### src/logic/prot_pkg.sv
// Package: constants and types of the protection stage core
package prot_pkg;
  // ----------------------------------------
  // Register byte addresses
  // ----------------------------------------
  localparam logic [7:0] ADDR_CTRL = 8'h00;
  localparam logic [7:0] ADDR_PICKUP = 8'h04;
  localparam logic [7:0] ADDR_NOMINAL = 8'h08;
  localparam logic [7:0] ADDR_DELAY = 8'h0C;
  localparam logic [7:0] ADDR_KDIAL = 8'h10;
  localparam logic [7:0] ADDR_STATUS = 8'h14;
  localparam logic [7:0] ADDR_EVT_TIME = 8'h18;
  localparam logic [7:0] ADDR_EVT_MAG = 8'h1C;
  localparam logic [7:0] ADDR_EVT_INFO = 8'h20;
  // ----------------------------------------
  // Field positions of CTRL
  // ----------------------------------------
  localparam int CTRL_MODE = 0;
  localparam int CTRL_SERIES = 1;
  localparam int CTRL_CURVE_LO = 2;
  localparam int CTRL_UNDER = 5;
  // ----------------------------------------
  // Widths, reset values, scaling
  // ----------------------------------------
  localparam int MAG_W = 18;
  localparam int DLY_W = 19;
  localparam int ACC_W = 56;
  localparam int PU_SHIFT = 8;
  localparam logic [15:0] PICKUP_DEF = 16'h0100;
  localparam logic [9:0] NOMINAL_DEF = 10'h064;
  localparam logic [DLY_W-1:0] DELAY_DEF = 19'h0_0008;
  localparam logic [15:0] KDIAL_DEF = 16'h0005;
  localparam logic [7:0] RESET_PCT = 8'h61;
  localparam logic [7:0] FULL_PCT = 8'h64;
  // ----------------------------------------
  // Timing
  // ----------------------------------------
  localparam int CLK_HZ = 125_000_000;
  localparam int TICK_MS = 1;
  localparam int MS_PER_S = 1000;
  localparam int TICK_CYC = CLK_HZ / MS_PER_S * TICK_MS;
  localparam int STEP_MS = 5;
  // ----------------------------------------
  // Types
  // ----------------------------------------
  typedef enum logic {fixed_delay_mode, inverse_time_mode} delay_mode_e;
  typedef enum logic {series_iec, series_ieee} series_e;
  typedef enum logic [1:0] {st_idle, st_timing, st_tripped, st_blocked} stage_e;
  typedef struct packed {
    logic valid;
    logic [MAG_W-1:0] mag;
    logic [2:0] fault;
  } meas_s;
  typedef struct packed {
    logic start;
    logic blocked;
    logic trip;
    logic event_pulse;
  } stage_out_s;
endpackage : prot_pkg

### src/logic/protection_stage_core.sv
// Protection stage: pick-up, blocking, trip delay, APB registers
`timescale 1ns/100ps
`default_nettype none
module protection_stage_core #(
  parameter int TICK_CYCLES = prot_pkg::TICK_CYC
) (
  input wire logic pclk,
  input wire logic presetn,
  input wire logic psel,
  input wire logic penable,
  input wire logic pwrite,
  input wire logic [7:0] paddr,
  input wire logic [31:0] pwdata,
  output logic [31:0] prdata,
  output logic pready,
  output logic pslverr,
  input wire prot_pkg::meas_s meas,
  input wire logic block_in,
  output prot_pkg::stage_out_s stage_out
);
  // ----------------------------------------
  // State
  // ----------------------------------------
  typedef struct packed {
    logic pready;
    logic pslverr;
    logic [31:0] prdata;
    prot_pkg::delay_mode_e mode;
    prot_pkg::series_e series;
    logic [2:0] curve;
    logic under;
    logic [15:0] pickup;
    logic [9:0] nominal;
    logic [prot_pkg::DLY_W-1:0] delay;
    logic [15:0] kdial;
    logic blk_meta;
    logic blk_sync;
    logic blk_now;
    logic picked;
    prot_pkg::stage_e st;
    prot_pkg::stage_out_s out;
    logic [31:0] tick_cnt;
    logic [31:0] now_ms;
    logic [31:0] run_ms;
    logic [prot_pkg::ACC_W-1:0] acc;
    logic [prot_pkg::MAG_W-1:0] last_mag;
    logic [prot_pkg::MAG_W-1:0] start_mag;
    logic [31:0] evt_time;
    logic [prot_pkg::MAG_W-1:0] evt_mag;
    logic [2:0] evt_fault;
    logic [15:0] evt_count;
  } state_s;

  state_s s_r;
  state_s s_nxt;

  // ----------------------------------------
  // Functions
  // ----------------------------------------
  // Curve gain per series and curve selection
  function automatic logic [15:0] curve_gain(input logic ser,
                                             input logic [2:0] cv);
    case ({ser, cv})
      4'h0: curve_gain = 16'h000E;
      4'h1: curve_gain = 16'h0320;
      4'h2: curve_gain = 16'h0087;
      4'h3: curve_gain = 16'h04B0;
      4'h8: curve_gain = 16'h0005;
      4'h9: curve_gain = 16'h0013;
      4'hA: curve_gain = 16'h0029;
      4'hB: curve_gain = 16'h0056;
      default: curve_gain = 16'h0009;
    endcase
  endfunction : curve_gain

  // ----------------------------------------
  // Next state
  // ----------------------------------------
  logic [35:0] thr_full;
  logic [prot_pkg::MAG_W-1:0] thr;
  logic [prot_pkg::MAG_W+7:0] m_scaled;
  logic [prot_pkg::MAG_W+7:0] t_scaled;
  logic [prot_pkg::MAG_W-1:0] excess;
  logic [prot_pkg::ACC_W-1:0] target;
  logic [31:0] floor_ms;
  logic pick;
  logic blk;
  logic done;
  logic setup;
  logic wr;
  logic tick;

  always_comb begin
    s_nxt = s_r;
    s_nxt.out.event_pulse = 1'b0;
    // Pick-up level scaled by nominal current
    thr_full = 36'(s_r.pickup) * 36'(s_r.nominal);
    thr = thr_full[prot_pkg::PU_SHIFT +: prot_pkg::MAG_W];
    // Excess of the last processed sample, zero inside the band
    if (s_r.under) begin
      excess = (thr > s_r.last_mag) ? thr - s_r.last_mag : '0;
    end else begin
      excess = (s_r.last_mag > thr) ? s_r.last_mag - thr : '0;
    end
    // Inverse target from time dial, curve and set level
    target = prot_pkg::ACC_W'(s_r.kdial)
           * prot_pkg::ACC_W'(curve_gain(s_r.series, s_r.curve))
           * prot_pkg::ACC_W'(thr);
    floor_ms = 32'(s_r.delay) * 32'(prot_pkg::STEP_MS);
    // Synchroniser for the blocking pin
    s_nxt.blk_meta = block_in;
    s_nxt.blk_sync = s_r.blk_meta;
    // Free-running millisecond time base
    tick = (s_r.tick_cnt == 32'(TICK_CYCLES - 1));
    s_nxt.tick_cnt = tick ? 32'h0000_0000 : s_r.tick_cnt + 32'h0000_0001;
    if (tick) begin
      s_nxt.now_ms = s_r.now_ms + 32'h0000_0001;
    end
    // Operating delay timers run while timing
    if (tick && s_r.st == prot_pkg::st_timing) begin
      s_nxt.run_ms = s_r.run_ms + 32'h0000_0001;
      s_nxt.acc = s_r.acc + prot_pkg::ACC_W'(excess);
    end
    if (s_r.mode == prot_pkg::fixed_delay_mode) begin
      done = s_r.run_ms >= floor_ms;
    end else begin
      done = s_r.run_ms >= floor_ms && s_r.acc >= target;
    end
    // Pick-up with built-in 97 % reset ratio, 100/97 in under mode
    m_scaled = meas.mag * (s_r.under ? prot_pkg::RESET_PCT
                                     : prot_pkg::FULL_PCT);
    t_scaled = thr * (s_r.under ? prot_pkg::FULL_PCT
                                : prot_pkg::RESET_PCT);
    if (!s_r.picked) begin
      pick = s_r.under ? meas.mag < thr : meas.mag > thr;
    end else begin
      pick = s_r.under ? m_scaled < t_scaled
                       : m_scaled > t_scaled;
    end
    blk = s_r.blk_sync;
    if (meas.valid) begin
      s_nxt.blk_now = blk;
      s_nxt.picked = pick;
      s_nxt.last_mag = meas.mag;
      unique case (s_r.st)
        prot_pkg::st_idle: begin
          if (pick && blk) begin
            s_nxt.st = prot_pkg::st_blocked;
            s_nxt.out.blocked = 1'b1;
            s_nxt.out.event_pulse = 1'b1;
            s_nxt.evt_time = s_r.now_ms;
            s_nxt.evt_mag = meas.mag;
            s_nxt.evt_fault = meas.fault;
            s_nxt.evt_count = s_r.evt_count + 16'h0001;
          end else if (pick) begin
            s_nxt.out.start = 1'b1;
            s_nxt.start_mag = meas.mag;
            s_nxt.run_ms = 32'h0000_0000;
            s_nxt.acc = '0;
            if (s_r.mode == prot_pkg::fixed_delay_mode
                && s_r.delay == '0) begin
              s_nxt.out.trip = 1'b1;
              s_nxt.st = prot_pkg::st_tripped;
            end else begin
              s_nxt.st = prot_pkg::st_timing;
            end
          end
        end
        prot_pkg::st_timing, prot_pkg::st_tripped: begin
          if (!pick || blk) begin
            // Release path: cancel trip, drop start
            s_nxt.out.start = 1'b0;
            s_nxt.out.trip = 1'b0;
            s_nxt.run_ms = 32'h0000_0000;
            s_nxt.acc = '0;
            s_nxt.st = prot_pkg::st_idle;
            if (pick) begin
              s_nxt.st = prot_pkg::st_blocked;
              s_nxt.out.blocked = 1'b1;
              s_nxt.out.event_pulse = 1'b1;
              s_nxt.evt_time = s_r.now_ms;
              s_nxt.evt_mag = s_r.start_mag;
              s_nxt.evt_fault = meas.fault;
              s_nxt.evt_count = s_r.evt_count + 16'h0001;
            end
          end else if (s_r.st == prot_pkg::st_timing && done) begin
            s_nxt.out.trip = 1'b1;
            s_nxt.st = prot_pkg::st_tripped;
          end
        end
        prot_pkg::st_blocked: begin
          if (!pick) begin
            s_nxt.out.blocked = 1'b0;
            s_nxt.st = prot_pkg::st_idle;
          end
        end
      endcase
    end
    // ----------------------------------------
    // Register access
    // ----------------------------------------
    // APB slave, one wait-free access phase
    setup = psel && !penable;
    wr = psel && penable && s_r.pready && pwrite;
    s_nxt.pready = setup;
    if (setup) begin
      s_nxt.pslverr = 1'b0;
      s_nxt.prdata = 32'h0000_0000;
      unique case (paddr)
        prot_pkg::ADDR_CTRL: begin
          s_nxt.prdata[prot_pkg::CTRL_MODE] = s_r.mode;
          s_nxt.prdata[prot_pkg::CTRL_SERIES] = s_r.series;
          s_nxt.prdata[prot_pkg::CTRL_CURVE_LO +: 3] = s_r.curve;
          s_nxt.prdata[prot_pkg::CTRL_UNDER] = s_r.under;
        end
        prot_pkg::ADDR_PICKUP: s_nxt.prdata[15:0] = s_r.pickup;
        prot_pkg::ADDR_NOMINAL: s_nxt.prdata[9:0] = s_r.nominal;
        prot_pkg::ADDR_DELAY: begin
          s_nxt.prdata[prot_pkg::DLY_W-1:0] = s_r.delay;
        end
        prot_pkg::ADDR_KDIAL: s_nxt.prdata[15:0] = s_r.kdial;
        prot_pkg::ADDR_STATUS: begin
          s_nxt.prdata[5:0] = {s_r.blk_now, s_r.picked, s_r.out.start,
                               s_r.out.blocked, s_r.out.trip,
                               s_r.st == prot_pkg::st_timing};
        end
        prot_pkg::ADDR_EVT_TIME: s_nxt.prdata = s_r.evt_time;
        prot_pkg::ADDR_EVT_MAG: begin
          s_nxt.prdata[prot_pkg::MAG_W-1:0] = s_r.evt_mag;
        end
        prot_pkg::ADDR_EVT_INFO: begin
          s_nxt.prdata[18:0] = {s_r.evt_fault, s_r.evt_count};
        end
        default: s_nxt.pslverr = 1'b1;
      endcase
    end
    if (wr) begin
      unique case (paddr)
        prot_pkg::ADDR_CTRL: begin
          s_nxt.mode = prot_pkg::delay_mode_e'(
            pwdata[prot_pkg::CTRL_MODE]);
          s_nxt.series = prot_pkg::series_e'(
            pwdata[prot_pkg::CTRL_SERIES]);
          s_nxt.curve = pwdata[prot_pkg::CTRL_CURVE_LO +: 3];
          s_nxt.under = pwdata[prot_pkg::CTRL_UNDER];
        end
        prot_pkg::ADDR_PICKUP: s_nxt.pickup = pwdata[15:0];
        prot_pkg::ADDR_NOMINAL: s_nxt.nominal = pwdata[9:0];
        prot_pkg::ADDR_DELAY: begin
          s_nxt.delay = pwdata[prot_pkg::DLY_W-1:0];
        end
        prot_pkg::ADDR_KDIAL: s_nxt.kdial = pwdata[15:0];
        default: s_nxt.pslverr = s_r.pslverr;
      endcase
    end
  end

  // ----------------------------------------
  // Registers
  // ----------------------------------------
  always_ff @(posedge pclk or negedge presetn) begin
    if (!presetn) begin
      s_r <= '0;
      s_r.mode <= prot_pkg::fixed_delay_mode;
      s_r.series <= prot_pkg::series_iec;
      s_r.pickup <= prot_pkg::PICKUP_DEF;
      s_r.nominal <= prot_pkg::NOMINAL_DEF;
      s_r.delay <= prot_pkg::DELAY_DEF;
      s_r.kdial <= prot_pkg::KDIAL_DEF;
      s_r.st <= prot_pkg::st_idle;
    end else begin
      s_r <= s_nxt;
    end
  end

  // ----------------------------------------
  // Outputs
  // ----------------------------------------
  assign prdata = s_r.prdata;
  assign pready = s_r.pready;
  assign pslverr = s_r.pslverr;
  assign stage_out = s_r.out;
endmodule : protection_stage_core
`default_nettype wire

### config.mk
export PLATFORM = sky130hd
export DESIGN_NAME = protection_stage_core
export DESIGN_NICKNAME = d
export VERILOG_FILES = /design/src/logic/prot_pkg.sv /design/src/logic/protection_stage_core.sv
export SDC_FILE = /design/constraint.sdc
export NUM_CORES = 2
export LEC_CHECK = 0
export BUFFER_PORTS_ARGS = -buffer_cell sky130_fd_sc_hd__buf_2
export CAP_MARGIN = 10
export CORE_MARGIN = 5
export CORE_UTILIZATION = 45
export DETAILED_ROUTE_END_ITERATION = 6
export PLACE_DENSITY = 0.59
export SLEW_MARGIN = 20
export SYNTH_ARGS = -nofsm -noshare
export SYNTH_HDL_FRONTEND = slang
export SYNTH_SLANG_ARGS = --single-unit
### constraint.sdc
create_clock -name pclk -period 18.3 [get_ports pclk]
set_input_delay 2.745 -clock pclk [delete_from_list [all_inputs] [get_ports pclk]]
set_output_delay 2.745 -clock pclk [all_outputs]
set_load 0.1 [all_outputs]
==> run_results.csv <==
group,metric,value,unit
clocking,cts_hold_buf,0,
placed_design,dp.cells,7640,
grt,grt_antenna_before_repair,5,
min_path,holdPathStages,0,
pwr,ir_drop,68.5,uV
clocking,cts_resized,0,
sta,hold_viol,0,
die,fp.dieH,359,um
pwr,p_seq_share,36.5,%
placed_design,hpwl,118,mm
worst_setup_path,crit_fanout,19,
final_layout,seqCellArea,9220,sq um
die,initial_core_util,45.2,%
pwr,p_comb_share,27.1,%
logic_synthesis,async_flop_share,100,%
outcome,status,"completed",
worst_setup_path,start_kind,"flop",
logic_synthesis,synth.distinct_cells,98,
die,io_pins,106,
clocking,clk_root_buffer_cell,"clkbuf_16",
sta,finalSetupTns,0,ps
sta,period_needed,16720,ps
grt,grt_overflow,0,
worst_setup_path,crit_type,"reg2reg",
clocking,cts_tree,"done",
final_layout,final_nets,7491,
logic_synthesis,ys_seq_area_share,16.8,%
logic_synthesis,syn_inst,6096,
sta,grt_setup_unrepaired,"false",
pwr,p_leak,31.2,nW
logic_synthesis,synth_ff_type,"dfrtp_1",
sta,hold_ws,372,ps
detailed_routing,drt_pre_antenna_iters,5,
worst_setup_path,crit_path_end_kind,"flop",
clocking,path_clk_slew,60,ps
detailed_routing,viasPerCell,5.44,
sta,fin_crit_sh,91.4,%
logic_synthesis,avgSynthCellArea,9.01,sq um
grt,grt_pass1_vias,42600,
clocking,clkLatencyLatePin,630,ps
detailed_routing,ant_nets,0,
logic_synthesis,yosys.area.top_type,"fa_1",
worst_setup_path,cp_slowest_cell,"dfrtp_1",
clocking,clock_sinks,368,
die,core-area,122000,sq um
sta,maxSlewViolCount,0,
clocking,post-cts-setup-buffers,0,
logic_synthesis,synth-seq-cells,368,
final_layout,layout-drive-gt1-share,7.48,%
sta,slew_headroom,18.5,%
grt,grt_max_degree,136,
grt,grt_pass1_wl,242,mm
detailed_routing,wl_per_cell,19.5,um
pwr,pwr-share-clk,36.4,%
sta,setup_viol,0,
grt,grt_usage,23.5,%
worst_setup_path,r2r_cells,54,
min_path,min_path_type,"reg2reg",
logic_synthesis,synth_edf_count,0,
final_layout,multi_input_area,40800,sq um
logic_synthesis,syn-cell-area,54900,sq um
detailed_routing,vias,42100,
final_layout,num-fill-cells,11700,
die,dieArea,129000,sq um
pwr,p_per_area,43.7,nW/um^2
final_layout,area_growth_syn_to_layout,6.66,%
placed_design,place.port_buffers,92,
final_layout,fin_cells,7727,
die,rows,128,
detailed_routing,drt_iter0_drc,2934,
worst_setup_path,cp_common_cell,"fa_1",
detailed_routing,routed_wl,151,mm
flow_run,drv_cap,0,
clocking,numCtsBuffers,45,
pwr,switching_share,35.1,%
worst_setup_path,cp.arrival,17220,ps
pwr,p_sw,0.900,mW
placed_design,gp_congestion,0.901,
pwr,intPower,1.66,mW
sta,worstMarginPinSlew,1210,ps
logic_synthesis,synthTopCellsByArea,"fa_1 26%, dfrtp_1 16%, ha_1 15%",
clocking,htreeDepth,2,
clocking,clockBufferDepth,3,
logic_synthesis,ys_warn_count,0,
sta,skew,26.6,ps
die,fp.dieW,359,um
detailed_routing,drcViolationCount,0,
worst_setup_path,max_stage_delay,790,ps
pwr,finalPower,2.56,mW
logic_synthesis,yosysTopAreaCellShare,26.3,%
sta,fmax,59.8,MHz
worst_setup_path,cp.required,18800,ps
[layout by cell type, fill, tap and decap left out, types with 76 or more instances in the layout]
| cell type | n |
|---|---|
| nand3_1 | 107 |
| dfrtp_1 | 360 |
| fa_1 | 721 |
| a21oi_1 | 181 |
| nor2_1 | 407 |
| mux2_2 | 125 |
| a21o_1 | 117 |
| inv_1 | 1036 |
| xor2_1 | 113 |
| o21ai_0 | 145 |
| and3_1 | 87 |
| buf_4 | 78 |
| nand2_1 | 706 |
| and2_1 | 200 |
| ha_1 | 640 |
| nand2b_1 | 76 |
| buf_2 | 91 |
| xnor2_1 | 161 |
[area by class of cell]
type,instances,area share [%]
antenna,3,0.0128
sequential,368,15.7
clock buffer,64,2.20
multi-input combinational,4435,69.6
clock inverter,20,0.417
inverter,1041,6.67
timing repair buffer,171,1.84
tap,1625,3.47
[power groups by stage]
stage	registers (mW)	logic, mW	clock network [mW]
after global placement	0.945	0.687	0
after detailed placement	0.947	0.699	0
after global routing	0.940	0.776	0.989
after floorplan	0.922	0.530	0
after CTS	0.932	0.702	0.958
final	0.935	0.695	0.932
[registers in the layout, summed over array words and instances (netlist names)]
signal     cells
blk            1
prdata        32
pready         1
pslverr        1
s_nxt          1
s_r          328
stage_out      4
[through the flow]
stage / cell area, sq um / util [%] / setup WS [ps]
after global placement: 57000 / 46.9 / 1700
after detailed placement: 57000 / 46.9 / 1750
final: 58600 / 48.2 / 1580
after CTS: 58500 / 48.2 / 1690
after floorplan: 54900 / - / 3620
after global routing: 58500 / 48.2 / 799
[worst max-delay path, delay by kind of cell, from the launching register on]
family	cells	cell delay, ps
DFF	1	790
AOI/OAI and AO/OA	16	3700
and+or+nand+nor	12	2650
buffers and inverters	7	550
xor gates and xnor gates	2	730
muxes	1	340
adders and majority gates	16	7820
[synth_stat cells (117+ instances only)]
cell / count
nor2_1: 411
a21o_1: 117
nand2_1: 706
and2_1: 200
mux2_2: 125
ha_1: 640
o21ai_0: 145
a21oi_1: 181
inv_1: 1036
dfrtp_1: 361
clkbuf_1: 179
xnor2_1: 171
fa_1: 721
[layer usage]
metal / share of wire [%] / vias up / track usage (%)
met4: 3.6 / 0 / 7.36
met3: 6.1 / 249 / 3.60
met2: 47 / 1025 / 39.2
li1: - / 19500 / -
met1: 43 / 21300 / 31.5
met5: 0 / - / 0
[worst paths after layout]
| kind | startpoint | endpoint | slack (ps) |
|---|---|---|---|
| worst max-delay path | s_r[330] | s_r[261] | 1580 |
| worst min-delay path | s_nxt[265] | blk | 370 |
| worst max register to register | s_r[330] | s_r[261] | 1580 |
| worst min register to register | s_nxt[265] | blk | 370 |
| max in group asynchronous | presetn | s_r[328] | 13860 |
| min in group asynchronous | presetn | s_r[253] | 2140 |
[cells by family after synthesis]
family / count (synthesis) / share of synthesized area (%)
muxes: 148 / 2.98
and+or+nand+nor: 1878 / 16.2
AOI/OAI and AO/OA: 750 / 9.26
other: 2 / 0.0137
DFF: 368 / 16.8
buffers and inverters: 1299 / 9.24
adders and majority gates: 1361 / 40.9
xor gates and xnor gates: 290 / 4.69
Power figures use the tool's default switching activity.
